## config.mk

```make
export PLATFORM = sky130hd
export DESIGN_NAME = bridge_config_id_status
export DESIGN_NICKNAME = d
export VERILOG_FILES = /design/src/core/bridge_cfg_pkg.sv /design/src/core/bridge_config_id_status.sv /design/src/core/sticky_flag.sv
export SDC_FILE = /design/constraint.sdc
export NUM_CORES = 1
export LEC_CHECK = 0
export BUFFER_PORTS_ARGS = -buffer_cell sky130_fd_sc_hd__buf_2
export CAP_MARGIN = 20
export CORE_ASPECT_RATIO = 0.9
export CORE_MARGIN = 2
export CORE_UTILIZATION = 39
export DETAILED_ROUTE_END_ITERATION = 16
export PLACE_DENSITY = 0.74
export SYNTH_ARGS = -nofsm -noshare
export SYNTH_HDL_FRONTEND = slang
export SYNTH_SLANG_ARGS = --single-unit
```

## constraint.sdc

```tcl
create_clock -name hclk -period 2 [get_ports hclk]
set_input_delay 0.4 -clock hclk [delete_from_list [all_inputs] [get_ports hclk]]
set_output_delay 0.4 -clock hclk [all_outputs]
set_load 0.02 [all_outputs]
```

## src/core/bridge_cfg_pkg.sv

```systemverilog
/*
  Package for the bridge configuration identification and status block:
  register offsets, field positions, reset values and built-in identifiers.
  Assumes a 32-bit AHB-Lite register bus with word-aligned registers.
*/
package bridge_cfg_pkg;

  // ----------------------------------------------------------------------
  // register offsets (byte addresses)
  // ----------------------------------------------------------------------
  localparam logic [11:0] OFF_ID_WORD = 12'h000;
  localparam logic [11:0] OFF_CSR_WORD = 12'h004;
  localparam logic [11:0] OFF_INT_STATUS = 12'h008;
  localparam logic [11:0] OFF_INT_CLEAR = 12'h00C;
  localparam logic [11:0] OFF_INT_ENABLE = 12'h010;
  localparam int ADDR_W = 12;

  // ----------------------------------------------------------------------
  // identification word fields
  // ----------------------------------------------------------------------
  localparam int DEV_ID_LSB = 16;
  localparam int VEN_ID_LSB = 0;
  // arbitrary built-in identifiers, not tied to any real part
  localparam logic [15:0] DEV_ID_DEFAULT = 16'hA5C3;
  localparam logic [15:0] VEN_ID_DEFAULT = 16'h1F2E;

  // ----------------------------------------------------------------------
  // command / status word fields
  // ----------------------------------------------------------------------
  localparam int DPE_BIT = 31;
  localparam int SSE_BIT = 30;
  localparam int RMA_BIT = 29;
  localparam int CAP_LIST_BIT = 20;
  localparam int SYSTEM_ERROR_ENABLE_BIT = 8;
  localparam int PERR_EN_BIT = 6;
  localparam logic [31:0] CSR_RESET = 32'h0010_0000;

  // ----------------------------------------------------------------------
  // interrupt status / clear / enable layout
  // ----------------------------------------------------------------------
  localparam int NUM_EVT = 3;
  localparam int EVT_DPE = 0;
  localparam int EVT_SSE = 1;
  localparam int EVT_RMA = 2;
  localparam logic [2:0] INT_ENABLE_RESET = 3'h0;

  localparam logic [1:0] HTRANS_NONSEQ = 2'h2;

endpackage

```

## src/core/bridge_config_id_status.sv

```systemverilog
/*
  AHB-Lite register slave for the identification word and the start of
  the command/status word of a PCIe-to-PCI bridge, with event interrupt.
  Assumes event inputs are one-cycle pulses synchronous to hclk and that
  the serial EEPROM loader presents new identifiers with a one-cycle strobe.
*/
// Chosen here: the AHB-Lite slave port.
// Behaviour
// RL1: identification word upper half shows device identifier, read-only.
// RL2: identification word lower half shows vendor identifier, read-only.
// RL3: EEPROM load replaces both identifiers; otherwise built-in defaults stay.
// RL4: parity flag sets on poisoned TLP or bad ECRC, ignoring parity enable.
// RL5: system error flag sets on sent fatal/nonfatal message when enabled.
// RL6: master abort flag sets on unsupported-request completion received.
// RL7: writing zero leaves a flag; set beats a simultaneous clearing write.
`timescale 1ns/1ps
module bridge_config_id_status (
  input wire logic hclk,
  input wire logic hresetn,
  input wire logic hsel,
  input wire logic [11:0] haddr,
  input wire logic [1:0] htrans,
  input wire logic hwrite,
  input wire logic [2:0] hsize,
  input wire logic [31:0] hwdata,
  input wire logic hready,
  output logic [31:0] hrdata,
  output logic hreadyout,
  output logic hresp,
  input wire logic poisoned_tlp_rx,
  input wire logic bad_ecrc_rx,
  input wire logic err_msg_tx,
  input wire logic ur_cpl_rx,
  input wire logic eeprom_id_load,
  input wire logic [15:0] eeprom_device_identifier,
  input wire logic [15:0] eeprom_vendor_identifier,
  output logic irq
);

  typedef enum logic {ST_RUN, ST_RD_WAIT} rd_state_t;

  rd_state_t state_r, state_nxt;
  logic dp_valid_r, dp_valid_nxt;
  logic dp_write_r, dp_write_nxt;
  logic [11:0] dp_addr_r, dp_addr_nxt;
  logic [31:0] hrdata_r, hrdata_nxt;
  logic hreadyout_r, hreadyout_nxt;
  logic irq_r, irq_nxt;
  logic [15:0] device_identifier_r, device_identifier_nxt;
  logic [15:0] vendor_identifier_r, vendor_identifier_nxt;
  logic system_error_enable_r, system_error_enable_nxt;
  logic parity_error_response_enable_r, parity_error_response_enable_nxt;
  logic [2:0] int_enable_r, int_enable_nxt;

  logic addr_ok;
  logic wr_dp;
  logic wr_csr;
  logic wr_iclr;
  logic [2:0] evt;
  logic [2:0] flag;
  logic [2:0] flag_clr;
  logic [2:0] int_status;
  logic [2:0] int_clr;
  logic [2:0] csr_bit;

  assign hrdata = hrdata_r;
  assign hreadyout = hreadyout_r;
  assign irq = irq_r;

  // ----------------------------------------------------------------------
  // events and sticky flags
  // ----------------------------------------------------------------------
  assign csr_bit[bridge_cfg_pkg::EVT_DPE] = hwdata[bridge_cfg_pkg::DPE_BIT];
  assign csr_bit[bridge_cfg_pkg::EVT_SSE] = hwdata[bridge_cfg_pkg::SSE_BIT];
  assign csr_bit[bridge_cfg_pkg::EVT_RMA] = hwdata[bridge_cfg_pkg::RMA_BIT];

  // parity enable deliberately not consulted here
  assign evt[bridge_cfg_pkg::EVT_DPE] = poisoned_tlp_rx | bad_ecrc_rx; // RL4
  assign evt[bridge_cfg_pkg::EVT_SSE] = err_msg_tx & system_error_enable_r; // RL5
  assign evt[bridge_cfg_pkg::EVT_RMA] = ur_cpl_rx; // RL6

  assign addr_ok = hsel & htrans[1] & hready;
  assign wr_dp = dp_valid_r & dp_write_r;
  assign wr_csr = wr_dp & (dp_addr_r == bridge_cfg_pkg::OFF_CSR_WORD);
  assign wr_iclr = wr_dp & (dp_addr_r == bridge_cfg_pkg::OFF_INT_CLEAR);
  assign flag_clr = wr_csr ? csr_bit : 3'h0; // RL7
  assign int_clr = wr_iclr ? hwdata[2:0] : 3'h0;

  genvar gi;
  generate
    for (gi = 0; gi < bridge_cfg_pkg::NUM_EVT; gi++) begin : g_flag
      // set wins inside the cell
      sticky_flag u_csr_flag (
        .clk(hclk),
        .rst_n(hresetn),
        .set(evt[gi]),
        .clr(flag_clr[gi]),
        .q(flag[gi])
      ); // RL7
      sticky_flag u_int_flag (
        .clk(hclk),
        .rst_n(hresetn),
        .set(evt[gi]),
        .clr(int_clr[gi]),
        .q(int_status[gi])
      );
    end
  endgenerate

  // ----------------------------------------------------------------------
  // read multiplexer
  // ----------------------------------------------------------------------
  function automatic logic [31:0] rd_mux(input logic [11:0] a);
    logic [31:0] v;
    v = 32'h0000_0000;
    unique case (a)
      bridge_cfg_pkg::OFF_ID_WORD: begin
        v[bridge_cfg_pkg::DEV_ID_LSB +: 16] = device_identifier_r; // RL1
        v[bridge_cfg_pkg::VEN_ID_LSB +: 16] = vendor_identifier_r; // RL2
      end
      bridge_cfg_pkg::OFF_CSR_WORD: begin
        v = bridge_cfg_pkg::CSR_RESET;
        v[bridge_cfg_pkg::DPE_BIT] = flag[bridge_cfg_pkg::EVT_DPE];
        v[bridge_cfg_pkg::SSE_BIT] = flag[bridge_cfg_pkg::EVT_SSE];
        v[bridge_cfg_pkg::RMA_BIT] = flag[bridge_cfg_pkg::EVT_RMA];
        v[bridge_cfg_pkg::SYSTEM_ERROR_ENABLE_BIT] = system_error_enable_r;
        v[bridge_cfg_pkg::PERR_EN_BIT] = parity_error_response_enable_r;
      end
      bridge_cfg_pkg::OFF_INT_STATUS: begin
        v[2:0] = int_status;
      end
      bridge_cfg_pkg::OFF_INT_ENABLE: begin
        v[2:0] = int_enable_r;
      end
      default: begin
        v = 32'h0000_0000;
      end
    endcase
    return v;
  endfunction

  // ----------------------------------------------------------------------
  // bus slave next state
  // ----------------------------------------------------------------------
  always_comb begin
    state_nxt = state_r;
    dp_valid_nxt = dp_valid_r;
    dp_write_nxt = dp_write_r;
    dp_addr_nxt = dp_addr_r;
    hrdata_nxt = hrdata_r;
    hreadyout_nxt = 1'b1;
    if (hready) begin
      dp_valid_nxt = addr_ok;
    end
    if (addr_ok) begin
      dp_write_nxt = hwrite;
      dp_addr_nxt = {haddr[11:2], 2'b00};
    end
    unique case (state_r)
      ST_RUN: begin
        if (addr_ok && !hwrite) begin
          // a read behind a write waits one cycle so it sees the written value
          if (wr_dp) begin
            state_nxt = ST_RD_WAIT;
            hreadyout_nxt = 1'b0;
          end else begin
            hrdata_nxt = rd_mux({haddr[11:2], 2'b00});
          end
        end
      end
      ST_RD_WAIT: begin
        hrdata_nxt = rd_mux(dp_addr_r);
        state_nxt = ST_RUN;
      end
    endcase
  end

  always_ff @(posedge hclk or negedge hresetn) begin
    if (!hresetn) begin
      state_r <= ST_RUN;
      dp_valid_r <= 1'b0;
      dp_write_r <= 1'b0;
      dp_addr_r <= 12'h000;
      hrdata_r <= 32'h0000_0000;
      hreadyout_r <= 1'b1;
    end else begin
      state_r <= state_nxt;
      dp_valid_r <= dp_valid_nxt;
      dp_write_r <= dp_write_nxt;
      dp_addr_r <= dp_addr_nxt;
      hrdata_r <= hrdata_nxt;
      hreadyout_r <= hreadyout_nxt;
    end
  end

  // single slave: response is always OKAY
  always_ff @(posedge hclk or negedge hresetn) begin
    if (!hresetn) begin
      hresp <= 1'b0;
    end else begin
      hresp <= 1'b0;
    end
  end

  // ----------------------------------------------------------------------
  // software-visible state next values
  // ----------------------------------------------------------------------
  always_comb begin
    device_identifier_nxt = device_identifier_r;
    vendor_identifier_nxt = vendor_identifier_r;
    system_error_enable_nxt = system_error_enable_r;
    parity_error_response_enable_nxt = parity_error_response_enable_r;
    int_enable_nxt = int_enable_r;
    // identifiers change only by the EEPROM loader, never by bus writes
    if (eeprom_id_load) begin
      device_identifier_nxt = eeprom_device_identifier; // RL3
      vendor_identifier_nxt = eeprom_vendor_identifier; // RL3
    end
    if (wr_csr) begin
      system_error_enable_nxt = hwdata[bridge_cfg_pkg::SYSTEM_ERROR_ENABLE_BIT];
      parity_error_response_enable_nxt = hwdata[bridge_cfg_pkg::PERR_EN_BIT];
    end
    if (wr_dp && dp_addr_r == bridge_cfg_pkg::OFF_INT_ENABLE) begin
      int_enable_nxt = hwdata[2:0];
    end
    irq_nxt = |(int_status_nxt_view() & int_enable_nxt);
  end

  // status as it will stand after this edge, so irq tracks it without lag
  function automatic logic [2:0] int_status_nxt_view();
    return (int_status & ~int_clr) | evt;
  endfunction

  always_ff @(posedge hclk or negedge hresetn) begin
    if (!hresetn) begin
      device_identifier_r <= bridge_cfg_pkg::DEV_ID_DEFAULT;
      vendor_identifier_r <= bridge_cfg_pkg::VEN_ID_DEFAULT;
      system_error_enable_r <= 1'b0;
      parity_error_response_enable_r <= 1'b0;
      int_enable_r <= bridge_cfg_pkg::INT_ENABLE_RESET;
      irq_r <= 1'b0;
    end else begin
      device_identifier_r <= device_identifier_nxt;
      vendor_identifier_r <= vendor_identifier_nxt;
      system_error_enable_r <= system_error_enable_nxt;
      parity_error_response_enable_r <= parity_error_response_enable_nxt;
      int_enable_r <= int_enable_nxt;
      irq_r <= irq_nxt;
    end
  end

  // ----------------------------------------------------------------------
  // assertions
  // ----------------------------------------------------------------------
  logic rd_done;
  assign rd_done = dp_valid_r & ~dp_write_r & hreadyout_r;

  a_id_upper: assert property ( // RL1
    @(posedge hclk) disable iff (!hresetn)
    rd_done && dp_addr_r == bridge_cfg_pkg::OFF_ID_WORD && !$past(eeprom_id_load)
      |-> hrdata_r[31:16] == device_identifier_r)
    else $error("device identifier not in upper half");

  a_id_lower: assert property ( // RL2
    @(posedge hclk) disable iff (!hresetn)
    rd_done && dp_addr_r == bridge_cfg_pkg::OFF_ID_WORD && !$past(eeprom_id_load)
      |-> hrdata_r[15:0] == vendor_identifier_r)
    else $error("vendor identifier not in lower half");

  a_id_load: assert property ( // RL3
    @(posedge hclk) disable iff (!hresetn)
    eeprom_id_load |=> device_identifier_r == $past(eeprom_device_identifier)
      && vendor_identifier_r == $past(eeprom_vendor_identifier))
    else $error("identifiers not replaced by eeprom load");

  a_id_hold: assert property ( // RL3
    @(posedge hclk) disable iff (!hresetn)
    !eeprom_id_load |=> $stable(device_identifier_r) && $stable(vendor_identifier_r))
    else $error("identifier changed without eeprom load");

  a_dpe_set: assert property ( // RL4
    @(posedge hclk) disable iff (!hresetn)
    (poisoned_tlp_rx || bad_ecrc_rx) |=> flag[bridge_cfg_pkg::EVT_DPE] [*2] or
      (flag[bridge_cfg_pkg::EVT_DPE] ##1 $past(flag_clr[bridge_cfg_pkg::EVT_DPE])))
    else $error("detected parity flag not set");

  a_sse_cause: assert property ( // RL5
    @(posedge hclk) disable iff (!hresetn)
    $rose(flag[bridge_cfg_pkg::EVT_SSE]) |-> $past(err_msg_tx && system_error_enable_r))
    else $error("system error flag set without enabled message");

  a_sse_set: assert property ( // RL5
    @(posedge hclk) disable iff (!hresetn)
    err_msg_tx && system_error_enable_r |=> flag[bridge_cfg_pkg::EVT_SSE])
    else $error("system error flag not set");

  a_rma_set: assert property ( // RL6
    @(posedge hclk) disable iff (!hresetn)
    ur_cpl_rx |=> flag[bridge_cfg_pkg::EVT_RMA])
    else $error("master abort flag not set");

  a_w1c_zero: assert property ( // RL7
    @(posedge hclk) disable iff (!hresetn)
    wr_csr && !hwdata[bridge_cfg_pkg::DPE_BIT] && flag[bridge_cfg_pkg::EVT_DPE]
      |=> flag[bridge_cfg_pkg::EVT_DPE])
    else $error("zero write cleared a flag");

  a_w1c_clear: assert property ( // RL7
    @(posedge hclk) disable iff (!hresetn)
    wr_csr && hwdata[bridge_cfg_pkg::RMA_BIT] && !ur_cpl_rx |=> !flag[bridge_cfg_pkg::EVT_RMA])
    else $error("one write did not clear flag");

  a_irq_level: assert property (
    @(posedge hclk) disable iff (!hresetn)
    irq_r == |(int_status & int_enable_r))
    else $error("interrupt level disagrees with status");

endmodule

```

## src/core/sticky_flag.sv

```systemverilog
/*
  One sticky status flag: set by a hardware event, cleared by a strobe.
  Assumes set and clear are synchronous to clk; set wins over clear.
*/
`timescale 1ns/1ps
module sticky_flag (
  input wire logic clk,
  input wire logic rst_n,
  input wire logic set,
  input wire logic clr,
  output logic q
);

  logic q_nxt;

  // ----------------------------------------------------------------------
  // next value
  // ----------------------------------------------------------------------
  always_comb begin
    q_nxt = q;
    if (clr) begin
      q_nxt = 1'b0;
    end
    // an event in the clearing cycle is never lost
    if (set) begin
      q_nxt = 1'b1;
    end
  end

  always_ff @(posedge clk or negedge rst_n) begin
    if (!rst_n) begin
      q <= 1'b0;
    end else begin
      q <= q_nxt;
    end
  end

endmodule

```

==> results of run 1 <==
## layout make-up
cell class	instances	area [sq um]
clock buffer	9	124
clock inverter	7	98.8
fill	850	4560
inverter	7	26.3
multi-input combinational	150	1310
sequential	90	2270
tap	122	153
timing repair buffer	105	618
## power by group through the flow
stage / clock network (uW) / registers, uW / logic, uW
floorplan: 0 / 2090 / 203
global placement: 0 / 2100 / 353
global route: 1500 / 2090 / 403
detailed placement: 0 / 2110 / 368
finish: 1380 / 2070 / 362
CTS: 1430 / 2080 / 369
## Yosys cell counts, types with 2 or more instances
cell type / instances / share of area (%)
sky130_fd_sc_hd__nor4_2: 3 / 1.0
sky130_fd_sc_hd__nor2_1: 5 / 0.51
sky130_fd_sc_hd__a221o_1: 9 / 2.4
sky130_fd_sc_hd__dfstp_2: 18 / 13
sky130_fd_sc_hd__o31ai_1: 2 / 0.41
sky130_fd_sc_hd__a22o_2: 3 / 0.81
sky130_fd_sc_hd__mux2_2: 45 / 14
sky130_fd_sc_hd__and2_1: 2 / 0.34
sky130_fd_sc_hd__nand3_1: 2 / 0.27
sky130_fd_sc_hd__nand2_1: 16 / 1.6
sky130_fd_sc_hd__a22o_1: 21 / 5.0
sky130_fd_sc_hd__inv_1: 7 / 0.71
sky130_fd_sc_hd__and2_2: 4 / 0.81
sky130_fd_sc_hd__clkbuf_1: 4 / 0.41
sky130_fd_sc_hd__o22ai_1: 3 / 0.51
sky130_fd_sc_hd__nor3_1: 2 / 0.27
sky130_fd_sc_hd__dfrtp_1: 72 / 49
sky130_fd_sc_hd__o32a_1: 2 / 0.54
sky130_fd_sc_hd__nand4_1: 2 / 0.34
sky130_fd_sc_hd__buf_1: 3 / 0.30
sky130_fd_sc_hd__o21ai_0: 7 / 0.95
sky130_fd_sc_hd__nand3b_1: 2 / 0.41
sky130_fd_sc_hd__buf_6: 4 / 1.2
## critical path: stages (launching register included)
cell	delay, ns
sky130_fd_sc_hd__dfrtp_1	0.43
sky130_fd_sc_hd__nor4_2	0.34
sky130_fd_sc_hd__nand3_1	0.22
sky130_fd_sc_hd__o31ai_1	0.34
sky130_fd_sc_hd__a21boi_1	0.14
sky130_fd_sc_hd__a221o_1	0.28
## routing by layer
layer  track usage [%]  vias to the layer above
li1                  -                     1167
met1              21.8                     1269
met2              27.2                       90
met3              3.45                       13
met4              6.28                        0
met5                 0                        -
## through the flow
stage / util (%) / area, sq um / power [uW] / instances / hold slack [ns]
3_3_place_gp: 47.8 / 4380 / 2460 / 474 / 0.391
4_1_cts: 50.3 / 4610 / 3870 / 490 / 0.00482
6_report: 50.3 / 4610 / 3820 / 490 / -0.000501
5_1_grt: 50.3 / 4610 / 4000 / 490 / 0.0216
3_5_place_dp: 47.8 / 4380 / 2480 / 474 / 0.397
2_1_floorplan: - / 3690 / 2300 / 259 / 0.104
## registers in the layout, summed over array words and instances (netlist names)
signal	count
device_identifier_r	16
dp_addr_r	10
dp_valid_r	1
dp_write_r	1
g_flag.u_csr_flag.q	3
g_flag.u_int_flag.q	3
hrdata	32
hreadyout	1
int_enable_r	3
irq	1
parity_error_response_enable_r	1
state_r	1
system_error_enable_r	1
vendor_identifier_r	16
## path summary, 6_finish.rpt
check,start,endpoint,slack (ns),cells past startpoint
setup / recovery,dp_addr_r[4],irq,0.13,5
hold / removal,hresetn,dp_addr_r[8],-0.0005,1
setup reg to reg,dp_addr_r[4],irq,0.13,5
hold reg to reg,vendor_identifier_r[7],hrdata[7],0.50,1
max in group asynchronous,hresetn,device_identifier_r[6],1.31,2
min in group hclk,hready,dp_valid_r,0.25,2
## kinds of logic after synthesis
logic type / count (synthesis)
other: 1
AOI/OAI and AO/OA: 55
DFF: 90
buffers and inverters: 19
and+or+nand+nor: 48
muxes: 46
==> reports/results.txt, run 1 <==
The area share of and/or/nand/nor cells after synthesis came out at 8.17%. The later pin in the worst-skew pair is clocked with a latency of 0.35 ns. The XOR/XNOR share of the synthesized area works out to 0%. The floorplan step defined a die boundary enclosing 10300 sq um.

Summed over all nets, the half-perimeter wirelength after detailed placement is 5680 microns. The run gives 934 uW as the net switching power. The setup path with the least slack is of type reg -> reg. The cell area power density was 829 nW/um^2.

The worst setup path is captured at a flip-flop. The final max-slew violation count was 0. Summed over all nets, wire length on met2 after detailed routing comes to 3830 microns. Across the routed clock network, the largest skew measured is 0.00890 ns. The synthesized netlist contains 44 unique library cells. The checks that failed: negative hold slack. The synthesized netlist devotes 13.1% of its cell area to compound gates.

In the synthesized netlist, mux cells make up 14.1% of the area. Before CTS, the worst setup slack after placement is 0.146 ns. Across the VDD grid, the largest voltage drop is 377 uV. The run gives 2552 as the number of global-route vias before repair. The most used flip-flop cell after synthesis is sky130_fd_sc_hd__dfrtp_1.

Counting flops and latches in the post-synthesis netlist gives 90. For this block, wires on met1 add up to 3540 microns. The number of iterations in the first detailed-routing pass was 4; the width of the die was 107 microns. After global routing the overflow that remains totals 0. The first global-routing pass estimated 13000 microns of wire. The tools report the detailed-routed wire length on met3 as 480 microns. Cell leakage power: 0.00218 uW.

The number of placement rows is 33, and the overall die height is 96.3 microns. TritonCTS built the clock tree. The minimum clock period after layout was 1.87 ns; the number of design-rule violations left by the first detailed-router iteration was 82. The tool flagged a number of max-cap violations equal to 0. The number of enable-type register cells in the synthesized netlist was 0; the average wire per standard cell was 16.3 microns. The cell-internal power came out at 2890 uW.

The number of antenna violations at the first check in global routing is 0, and the fraction of final layout cells with drive strength greater than 1 is 55.2%. The total vias in the final route came out at 2539. For this run, the total global-route usage over all layers was measured as 16.6%. The number of clock sinks is 90, and the clock transition time at the flip-flop clock pins of the worst setup and hold paths is 0.09 ns. For this run, design rule violations remaining after detail routing come to 0.

The share of synthesized cell area in full adder, half adder and majority cells works out to 0%. The fraction of registers with async set/reset came out at 100%. The logs give 0 for the number of setup violations in the final report and 259 for the synthesized netlist cell count.

Buffers inserted to repair hold after CTS numbered 0. The count of endpoints failing hold in the final timing report was 2; the layout overhead on the synthesized area was 24.8%. The tools report the required time of the critical path as 2.23 ns. In the layout the commonest cells are sky130_fd_sc_hd__buf_2, sky130_fd_sc_hd__dfrtp_1, sky130_fd_sc_hd__mux2_2. The region available for standard cell placement spans 9170 sq um.

The count of input and output buffers works out to 94. Counting the buffers created by CTS gives 9. In this run the mean area of a mapped cell was 14.3 sq um.

Switching power as a share of total power: 24.5%. The logs give 0 ns for the final sum of negative setup slack and 7990 microns for the total wire length. For the post-synthesis instance area, the log shows 3690 sq um. Based on the critical path, the design can be clocked at up to 0.535 GHz. By area, the combinational part of the netlist is dominated by multiplexers.

Counting along the longest clock path gives a buffer depth of 2. The period utilization was 93.4%; the antenna diode count was 0. The highest layer touched by signal routing is met4. After the last flow step, the layout net total stands at 454. The run gives 0.132 ns as the final critical-path setup slack.

The tools report the total I/O pin count as 126. Once the floorplan was initialized, standard cells occupied 40.3% of the core. The tools report the kind of start point of the critical path as a flip-flop.

The final RePlAce weighted congestion is 0.810, and the maximum fanout along the worst path is 4. Worst hold slack: -0.000501 ns. Entering global routing, the biggest net connects 40 pins.

Clock tree synthesis selected as its root buffer the cell sky130_fd_sc_hd__clkbuf_8. The share of total power dissipated in the clock network is 36.2%. The number of nets with antenna violations after detailed routing came out at 0. Power share of the combinational group: 9.5%.

The run gives 0 as the number of post-CTS setup repair buffers. Setup repair after global routing left no endpoint under its margin. Data arrives at the worst endpoint at 2.10 ns.

The worst hold path belongs to the class in -> async. The H-tree was split into 3 levels. In this run, post-CTS repair resized a total of 0 instances.

The number of nets in the synthesized netlist is 350. The post-detailed-route via-to-cell ratio works out to 5.18. Synthesis warning total: 0.

Sequential elements use 61.6% of the synthesized area. The flow ran to the end, but the final reports show violations. Most frequent standard cell in the layout excluding fill and tap cells: sky130_fd_sc_hd__buf_2. Registers are responsible for 54.3% of the overall power.
Power figures use the tool's default switching activity.
==> run 2: changes to the inputs <==
--- a/config.mk
+++ b/config.mk
@@ -11,6 +11,7 @@
 export CORE_MARGIN = 2
 export CORE_UTILIZATION = 39
 export DETAILED_ROUTE_END_ITERATION = 16
+export MAX_ROUTING_LAYER = met4
 export PLACE_DENSITY = 0.74
 export SYNTH_ARGS = -nofsm -noshare
 export SYNTH_HDL_FRONTEND = slang
==> constraint.sdc (replaced) <==
create_clock -name hclk -period 2.4 [get_ports hclk]
set_input_delay 0.48 -clock hclk [delete_from_list [all_inputs] [get_ports hclk]]
set_output_delay 0.48 -clock hclk [all_outputs]
set_load 0.02 [all_outputs]
==> run 2 against run 1 <==
  * The flow now finishes without violations
  * Via count shrank 0.87%
  * Power shrank 17%
  * Clock-buffer cell count is the same
  * Flip-flop and latch count is the same
  * First-iteration DRC count grew 15%
  * Non-clock buffer count shrank 3
  * Clock power shrank 17%
  * Core utilization shrank 0.49 points
  * Critical path type unchanged
  * Largest cell class unchanged
  * Largest power group unchanged
==> reports/results.txt, run 2 (synthesized netlist as in run 1, its figures left out) <==
Final max-slew violation count: 0 (unchanged). Worst hold slack: 0.324 ns (was -0.000501 ns). The number of iterations in the first detailed-routing pass was 4 (unchanged). The met2 track utilization from global routing was 24.5% (was 27.2%); the number of setup violations in the final report was 0 (unchanged). The total I/O pin count was 126 (unchanged).

The maximum fanout along the worst path works out to 5 (was 4). The startpoint of the most critical setup path was dp_addr_r[4] (unchanged). The flow ran to the end, and the final reports show no timing, DRC or antenna violations.

Highest-count cells in the layout ignoring fill and taps: sky130_fd_sc_hd__buf_2, sky130_fd_sc_hd__dfrtp_1, sky130_fd_sc_hd__mux2_2 (unchanged). The period utilization works out to 80.3% (was 93.4%). The critical path's largest stage delay came out at 0.43 ns (about the same). The worst hold path passes through 2 cells. Slowest stage cell on the critical path: sky130_fd_sc_hd__dfrtp_1 (unchanged). The run gives 22.9% (was 21.8%) as the fraction of met1 tracks used by global routing. Most frequent standard cell in the layout excluding fill and tap cells: sky130_fd_sc_hd__buf_2 (unchanged). The average wire per standard cell came out at 16.2 microns (was 16.3 microns). The net count reported at finish was 451 (was 454). Final worst clock skew: 0.0172 ns (was 0.00890 ns). The width of the die works out to 107 microns (unchanged). For the required time of the critical path, the log shows 2.63 ns (was 2.23 ns). The tools report the starting utilization of the core area as 40.3% (unchanged).

The setup slack after placement is 0.333 ns (was 0.146 ns). The overall die height is 96.3 microns (unchanged). Reg-to-reg critical path startpoint: dp_addr_r[4] (unchanged).

The run gives 9170 sq um (unchanged) as the core area. The category of cells accounting for the largest share of critical-path delay is simple AND/OR/NAND/NOR gates (was compound AO/OA/AOI/OAI gates). The run gives 0 (unchanged) as the number of antenna violations at the first check in global routing.

The largest net degree at the start of global routing was 45 (was 40). Met3 global-route usage: 3.66% (was 3.45%). The number of placement rows came out at 33 (unchanged).

Count of input and output buffers: 94 (unchanged). The tools report the final critical-path setup slack as 0.472 ns (was 0.132 ns). For the maximum frequency from static timing analysis, the log shows 0.519 GHz (was 0.535 GHz). The final routed DRC violation total was 0 (unchanged).

The count of endpoints failing hold in the final timing report was 0 (was 2); the number of design-rule violations left by the first detailed-router iteration was 94 (was 82). The total vias in the final route is 2517 (was 2539). The post-detailed-route via-to-cell ratio is 5.17 (was 5.18), and the clock buffer count from CTS is 9 (unchanged). Series of cell instances along the critical path: nor4_2, nand3_1, nor2_1, nand2_1, a211o_1 (was nor4_2, nand3_1, o31ai_1, a21boi_1, a221o_1).

The critical path class is reg -> reg (unchanged). The run gives 0 (unchanged) as the antenna diode count. The cell area power density works out to 695 nW/um^2 (was 829 nW/um^2). The number of flip-flops in the largest register was 32 (unchanged). The run gives 49.8% (was 50.3%) as the utilization after layout. The largest buffer count on any clock path was 2 (unchanged). Setup repair after global routing left no endpoint under its margin. The final sum of negative setup slack came out at 0 ns (unchanged). Layer carrying the most global-route usage: met2 (unchanged). For the number of H-tree levels, the log shows 3 (unchanged). The root cell of the clock tree was sky130_fd_sc_hd__clkbuf_8 (unchanged).

The kind of start point of the critical path was a flip-flop (unchanged). The overall track demand over capacity in global routing is 16.7% (was 16.6%), and the transition at the pin with the smallest max-transition slack is 0.585 ns. The floorplan die area is 10300 sq um (unchanged), and the total wire length is 7870 microns (was 7990 microns). The number of global-route vias before repair is 2389 (was 2552). The clock transition time at the flip-flop clock pins of the worst setup and hold paths was 0.10 ns (was 0.09 ns). The count of filler cells inserted in the layout came out at 847 (was 850). The register-to-register setup slack is 0.47 ns (was 0.13 ns). The class of the most critical hold timing path is in -> reg (was in -> async). TritonCTS built the clock tree. For the final RePlAce weighted congestion, the log shows 0.847 (was 0.810).

The cell count along the critical path was 5 (unchanged); the count of buffering cells on the critical path with inverters included was 0 (unchanged). The tools report the critical path endpoint category as a flip-flop (unchanged). The cell depth of the worst flop-to-flop path is 5 (unchanged), and the minimum clock period after layout is 1.93 ns (was 1.87 ns). For the worst slew margin relative to its limit, the log shows 61.0%. For the half-perimeter wire length of the detailed placement result, the log shows 5620 microns (was 5680 microns). The run gives 0.00215 uW (was 0.00218 uW) as the cell leakage power.

The number of clock sinks is 90 (unchanged). The logs give 0 (unchanged) for the post-cts gate resize count and 0 (unchanged) for the number of nets with antenna violations after detailed routing. The run gives 0 (unchanged) as the residual overflow from global routing. Layout overhead on the synthesized area: 23.6% (was 24.8%). The fraction of final layout cells with drive strength greater than 1 is 54.5% (was 55.2%), and the first-pass GRT wire length is 12600 microns (was 13000 microns). Clock latency of the later-clocked register in the worst-skew pair: 0.35 ns (about the same).

The startpoint identified for the worst hold timing path is hready. The data arrival time at the worst-slack endpoint is 2.16 ns (was 2.10 ns), and the peak supply drop is 320 uV (was 377 uV). The total of max-cap violations was 0 (unchanged).
run 2: worst register-to-register path: stages (launching register included):
cell                      delay, ns
sky130_fd_sc_hd__dfrtp_1       0.43
sky130_fd_sc_hd__nor4_2        0.34
sky130_fd_sc_hd__nand3_1       0.23
sky130_fd_sc_hd__nor2_1        0.42
sky130_fd_sc_hd__nand2_1       0.10
sky130_fd_sc_hd__a211o_1       0.30
run 2: final cells by class:
class | count | area (sq um) | share of cell area [%]
Timing Repair Buffer | 102 | 573 | 12.6
Sequential cell | 90 | 2270 | 49.9
Clock inverter | 7 | 98.8 | 2.17
Clock buffer | 9 | 124 | 2.72
Tap cell | 122 | 153 | 3.35
Multi-Input combinational cell | 150 | 1310 | 28.8
Inverter | 7 | 26.3 | 0.576
run 2: report_power, final:
| group | internal [uW] | total [uW] | switching (uW) |
|---|---|---|---|
| Combinational | 158 | 299 | 141 |
| Clock | 596 | 1140 | 544 |
| Sequential | 1650 | 1730 | 78.7 |
run 2: stage by stage:
| step | instance area (sq um) | total power (uW) | std cells |
|---|---|---|---|
| after floorplan | 3690 | 1910 | 259 |
| after global placement | 4330 | 2050 | 470 |
| after detailed placement | 4330 | 2060 | 470 |
| after CTS | 4560 | 3210 | 487 |
| after global routing | 4560 | 3320 | 487 |
| final | 4560 | 3170 | 487 |
run 2: worst paths after layout:
kind / to
max in group asynchronous: device_identifier_r[10]
max reg2reg: g_flag[0].u_csr_flag.q
max: g_flag[0].u_csr_flag.q
min: dp_valid_r
min reg2reg: hrdata[19]
min in group asynchronous: dp_addr_r[2]
run 2: routing by layer:
metal,vias to the layer above,part of all wire [%],wire length (microns)
met3,6,5.1,398
met1,1256,47,3660
met4,0,1.3,102
li1,1177,-,-
met5,-,0,0
met2,78,47,3700
run 2: what timing repair did:
action                                 4_1_cts  5_1_grt
hold buffers                                 1        0
buffers inserted                             0        0
endpoints found under the hold margin       13        0
==> run 3: changes to the inputs <==
--- a/config.mk
+++ b/config.mk
@@ -5,6 +5,7 @@
 export SDC_FILE = /design/constraint.sdc
 export NUM_CORES = 1
 export LEC_CHECK = 0
+export ABC_AREA = 1
 export BUFFER_PORTS_ARGS = -buffer_cell sky130_fd_sc_hd__buf_2
 export CAP_MARGIN = 20
 export CORE_ASPECT_RATIO = 0.9
@@ -12,7 +13,7 @@
 export CORE_UTILIZATION = 39
 export DETAILED_ROUTE_END_ITERATION = 16
 export MAX_ROUTING_LAYER = met4
-export PLACE_DENSITY = 0.74
+export PLACE_DENSITY = 0.73
 export SYNTH_ARGS = -nofsm -noshare
 export SYNTH_HDL_FRONTEND = slang
 export SYNTH_SLANG_ARGS = --single-unit
==> constraint.sdc (replaced) <==
create_clock -name hclk -period 1.8 [get_ports hclk]
set_input_delay 0.36 -clock hclk [delete_from_list [all_inputs] [get_ports hclk]]
set_output_delay 0.36 -clock hclk [all_outputs]
set_load 0.02 [all_outputs]
==> run 3 against run 2 <==
  * Core utilization down 0.64 points
  * Final cell count rose by 37%
  * First-iteration DRC count up 140%
  * Maximum frequency rose by 26%
  * Worst hold slack got worse by 0.094 ns
  * Non-clock buffer count increased by 2
  * Combinational power rose by 83%
  * Clock skew down 0.011 ns
  * Clock-buffer cell count up 2
  * Via count increased by 29%
  * Power grew 51%
  * Critical path type unchanged
  * Largest power group unchanged
==> reports/results.txt, run 3 <==
Number of flip-flops and latches in the synthesized netlist: 90 (unchanged). The tools report the core area as 10200 sq um (was 9170 sq um). The total of max-cap violations was 0 (unchanged).

The number of nets with antenna violations after detailed routing was 0 (unchanged); the utilization after layout was 49.1% (was 49.8%). The critical path class is reg -> reg (unchanged). The number of flip-flops in the largest register was 32 (unchanged); the number of nets in the synthesized netlist was 526 (was 350).

Highest-count cells in the layout ignoring fill and taps: sky130_fd_sc_hd__nand2_1, sky130_fd_sc_hd__buf_2, sky130_fd_sc_hd__dfrtp_1 (was sky130_fd_sc_hd__buf_2, sky130_fd_sc_hd__dfrtp_1, sky130_fd_sc_hd__mux2_2). The reg-to-reg endpoint is hrdata[27] (was g_flag[0].u_csr_flag.q). The largest buffer count on any clock path came out at 2 (unchanged). The share of synthesized area occupied by flip-flops and latches came out at 56.3% (was 61.6%). Ranking of synthesized cells by instance count: sky130_fd_sc_hd__nand2_1, sky130_fd_sc_hd__dfrtp_1, sky130_fd_sc_hd__nand3_1 (was sky130_fd_sc_hd__dfrtp_1, sky130_fd_sc_hd__mux2_2, sky130_fd_sc_hd__a22o_1).

The number of post-CTS setup repair buffers is 0 (unchanged), and the average footprint of a synthesized cell is 9.30 sq um (was 14.3 sq um). Count of endpoints failing hold in the final timing report: 0 (unchanged). The class of the most critical hold timing path is in -> reg (unchanged). The post-detailed-route via-to-cell ratio was 4.87 (was 5.17). For the largest net degree at the start of global routing, the log shows 49 (was 45). The final routed DRC violation total is 0 (unchanged), and the final worst clock skew is 0.00606 ns (was 0.0172 ns). The final critical-path setup slack came out at 0.264 ns (was 0.472 ns). The run gives 6650 microns (was 5620 microns) as the half-perimeter wire length of the detailed placement result. Dominant cell type by count on the critical path: sky130_fd_sc_hd__nand2_2. The average wire per standard cell was 13.7 microns (was 16.2 microns). The number of placement rows is 35 (was 33). The dominant cell by count in the synthesized netlist was sky130_fd_sc_hd__nand2_1 (was sky130_fd_sc_hd__dfrtp_1). The most frequent standard cell in the layout excluding fill and tap cells was sky130_fd_sc_hd__nand2_1 (was sky130_fd_sc_hd__buf_2). The register-to-register setup slack was 0.26 ns (was 0.47 ns); the final sum of negative setup slack was 0 ns (unchanged).

Clock transition time at the flip-flop clock pins of the worst setup and hold paths: 0.07 ns (was 0.10 ns). The area share of the largest cell type after synthesis was 44.6% (was 48.8%); the clock buffer count from CTS was 9 (unchanged). The period utilization came out at 85.3% (was 80.3%).

The number of iterations in the first detailed-routing pass was 4 (unchanged); the number of H-tree levels was 3 (unchanged). The run gives 0 (unchanged) as the synthesis warning total. The top cell type by total area after synthesis is sky130_fd_sc_hd__dfrtp_1 (unchanged).

The logs give 39.8% (was 40.3%) for the starting utilization of the core area and 0.651 GHz (was 0.519 GHz) for the maximum frequency from static timing analysis. The flow ran to the end, and the final reports show no timing, DRC or antenna violations. The tools report the kind of start point of the critical path as a flip-flop (unchanged). TritonCTS built the clock tree.

The final RePlAce weighted congestion was 0.885 (was 0.847); the critical path's largest stage delay was 0.38 ns (was 0.43 ns). The tools report the root cell of the clock tree as sky130_fd_sc_hd__clkbuf_16 (was sky130_fd_sc_hd__clkbuf_8). Series of cell instances along the critical path: clkinv_1, nand2_2, nor2_8, nand3_2, nand2_2, buf_12, nand3_1, nand2_1 (was nor4_2, nand3_1, nor2_1, nand2_1, a211o_1).

Setup repair after global routing left no endpoint under its margin. Category of cells accounting for the largest share of critical-path delay: simple AND/OR/NAND/NOR gates (unchanged). The tools report the total vias in the final route as 3252 (was 2517).

The reg-to-reg critical path startpoint was dp_addr_r[10] (was dp_addr_r[4]). The distinct cell type count of the synthesized netlist was 27 (was 44); the minimum clock period after layout was 1.54 ns (was 1.93 ns). The setup slack after placement came out at 0.115 ns (was 0.333 ns). The width of the die is 111 microns (was 107 microns), and the fraction of registers with async set/reset is 100% (unchanged). Synth top area cells: sky130_fd_sc_hd__dfrtp_1, sky130_fd_sc_hd__nand2_1, sky130_fd_sc_hd__dfstp_2 (was sky130_fd_sc_hd__dfrtp_1, sky130_fd_sc_hd__mux2_2, sky130_fd_sc_hd__dfstp_2). The number of non-filler instances in the completed layout came out at 668 (was 487).

The tools report the critical path endpoint category as a flip-flop (unchanged). Floorplan die area: 11200 sq um (was 10300 sq um). End point of the worst hold path: g_flag[0].u_csr_flag.q (was dp_valid_r). The peak supply drop was 573 uV (was 320 uV); the count of input and output buffers was 94 (unchanged). The number of enable-type register cells in the synthesized netlist is 0 (unchanged), and the total I/O pin count is 126 (unchanged). The run gives 15600 microns (was 12600 microns) as the first-pass GRT wire length. The synthesized netlist cell count came out at 435 (was 259).

The tools report the launch point of the worst hold path as bad_ecrc_rx (was hready). The antenna diode count is 0 (unchanged). The overall die height was 101 microns (was 96.3 microns); the worst hold path stage count was 3 (was 2). The cell depth of the worst flop-to-flop path was 8 (was 5); the fraction of final layout cells with drive strength greater than 1 was 34.0% (was 54.5%). Instance count after placement with tap cells included: 651 (was 470). The tools report the number of global-route vias before repair as 3289 (was 2389).

The layout overhead on the synthesized area was 23.4% (was 23.6%). Number of design-rule violations left by the first detailed-router iteration: 226 (was 94). Slowest stage cell on the critical path: sky130_fd_sc_hd__dfrtp_1 (unchanged). The post-synthesis instance area came out at 4040 sq um (was 3690 sq um). The cell area power density was 961 nW/um^2 (was 695 nW/um^2); the overall track demand over capacity in global routing was 17.8% (was 16.7%).

The top flip-flop cell by instance count after synthesis is sky130_fd_sc_hd__dfrtp_1 (unchanged). The logs give 0 (unchanged) for the number of antenna violations at the first check in global routing and 625 (was 451) for the net count reported at finish. The overall power of the completed layout is 4800 uW (was 3170 uW). The count of buffering cells on the critical path with inverters included is 2 (was 0). The maximum fanout along the worst path came out at 16 (was 5). The logs give 9140 microns (was 7870 microns) for the total wire length and 0.34 ns (was 0.35 ns) for the clock latency of the later-clocked register in the worst-skew pair.

The number of clock sinks came out at 90 (unchanged). The final max-slew violation count is 0 (unchanged). The required time of the critical path was 2.08 ns (was 2.63 ns); the residual overflow from global routing was 0 (unchanged).

The data arrival time at the worst-slack endpoint came out at 1.81 ns (was 2.16 ns). The cell leakage power was 0.00259 uW (was 0.00215 uW). The number of setup violations in the final report is 0 (unchanged).
==> run 3: cell types whose count changed after synthesis, moves of 4 or more <==
cell / change
sky130_fd_sc_hd__a221o_1: -9
sky130_fd_sc_hd__buf_2: +5
sky130_fd_sc_hd__nand3_1: +58
sky130_fd_sc_hd__mux2_2: -14
sky130_fd_sc_hd__inv_1: +18
sky130_fd_sc_hd__nand2_1: +123
sky130_fd_sc_hd__and2_2: -4
sky130_fd_sc_hd__nor2_1: +26
sky130_fd_sc_hd__a22o_1: -21
sky130_fd_sc_hd__o21ai_0: +12
sky130_fd_sc_hd__nand2_2: +4
==> run 3: tightest hold or removal path: stages <==
cell	delay (ns)
sky130_fd_sc_hd__buf_2	0.07
sky130_fd_sc_hd__nor2_1	0.05
sky130_fd_sc_hd__nand2_1	0.05
==> run 3: worst max-delay path by stage <==
stage                         from                       to  depth (start not counted)
CTS                        state_r               hrdata[27]                          6
finish               dp_addr_r[10]               hrdata[27]                          8
detailed placement       haddr[10]               hrdata[27]                          9
global placement         haddr[11]               hrdata[22]                          9
global route          dp_addr_r[6]               hrdata[24]                          8
floorplan           eeprom_id_load  device_identifier_r[11]                          3
==> run 3: timing repair <==
action | in CTS | in global routing
hold endpoints to repair | 12 | 0
setup endpoints to repair | 0 | 4
gates resized for setup | 0 | 1
hold buffers | 1 | 0
==> run 3: stage by stage <==
| stage | area [sq um] | hold WS [ns] |
|---|---|---|
| floorplan | 4040 | 0.0644 |
| global placement | 4660 | 0.246 |
| detailed placement | 4660 | 0.250 |
| CTS | 4990 | 0.224 |
| global route | 4990 | 0.238 |
| finish | 4990 | 0.229 |
==> run 3: report_power, final <==
group	internal, uW	leakage (uW)	total, uW	switching (uW)
combinational	228	0.00137	547	320
sequential	2210	0.00107	2310	101
clock	1160	0.000148	1940	780
total	3600	0.00259	4800	1200
==> run 3: cell type report <==
| class | instances | area [sq um] |
|---|---|---|
| clock inverter | 5 | 62.6 |
| sequential | 90 | 2280 |
| fill | 957 | 5170 |
| tap | 129 | 161 |
| clock buffer | 11 | 253 |
| multi-input combinational | 299 | 1540 |
| inverter | 30 | 115 |
| timing repair buffer | 104 | 588 |
==> run 3: kinds of logic after synthesis <==
group	Yosys count	synth area share, %
other cells	1	0.0927
flops	90	56.2
mux	31	8.63
buf+inv	46	5.79
simple gates	243	26.0
compound gates	24	3.25
==> run 3: per-layer routing <==
layer	share of wire, %	vias to the layer above	GRT usage [%]
li1	-	1593	-
met1	46	1546	23.5
met2	47	102	28.0
met3	5.7	11	4.27
met4	1.3	0	5.13
met5	0	-	-
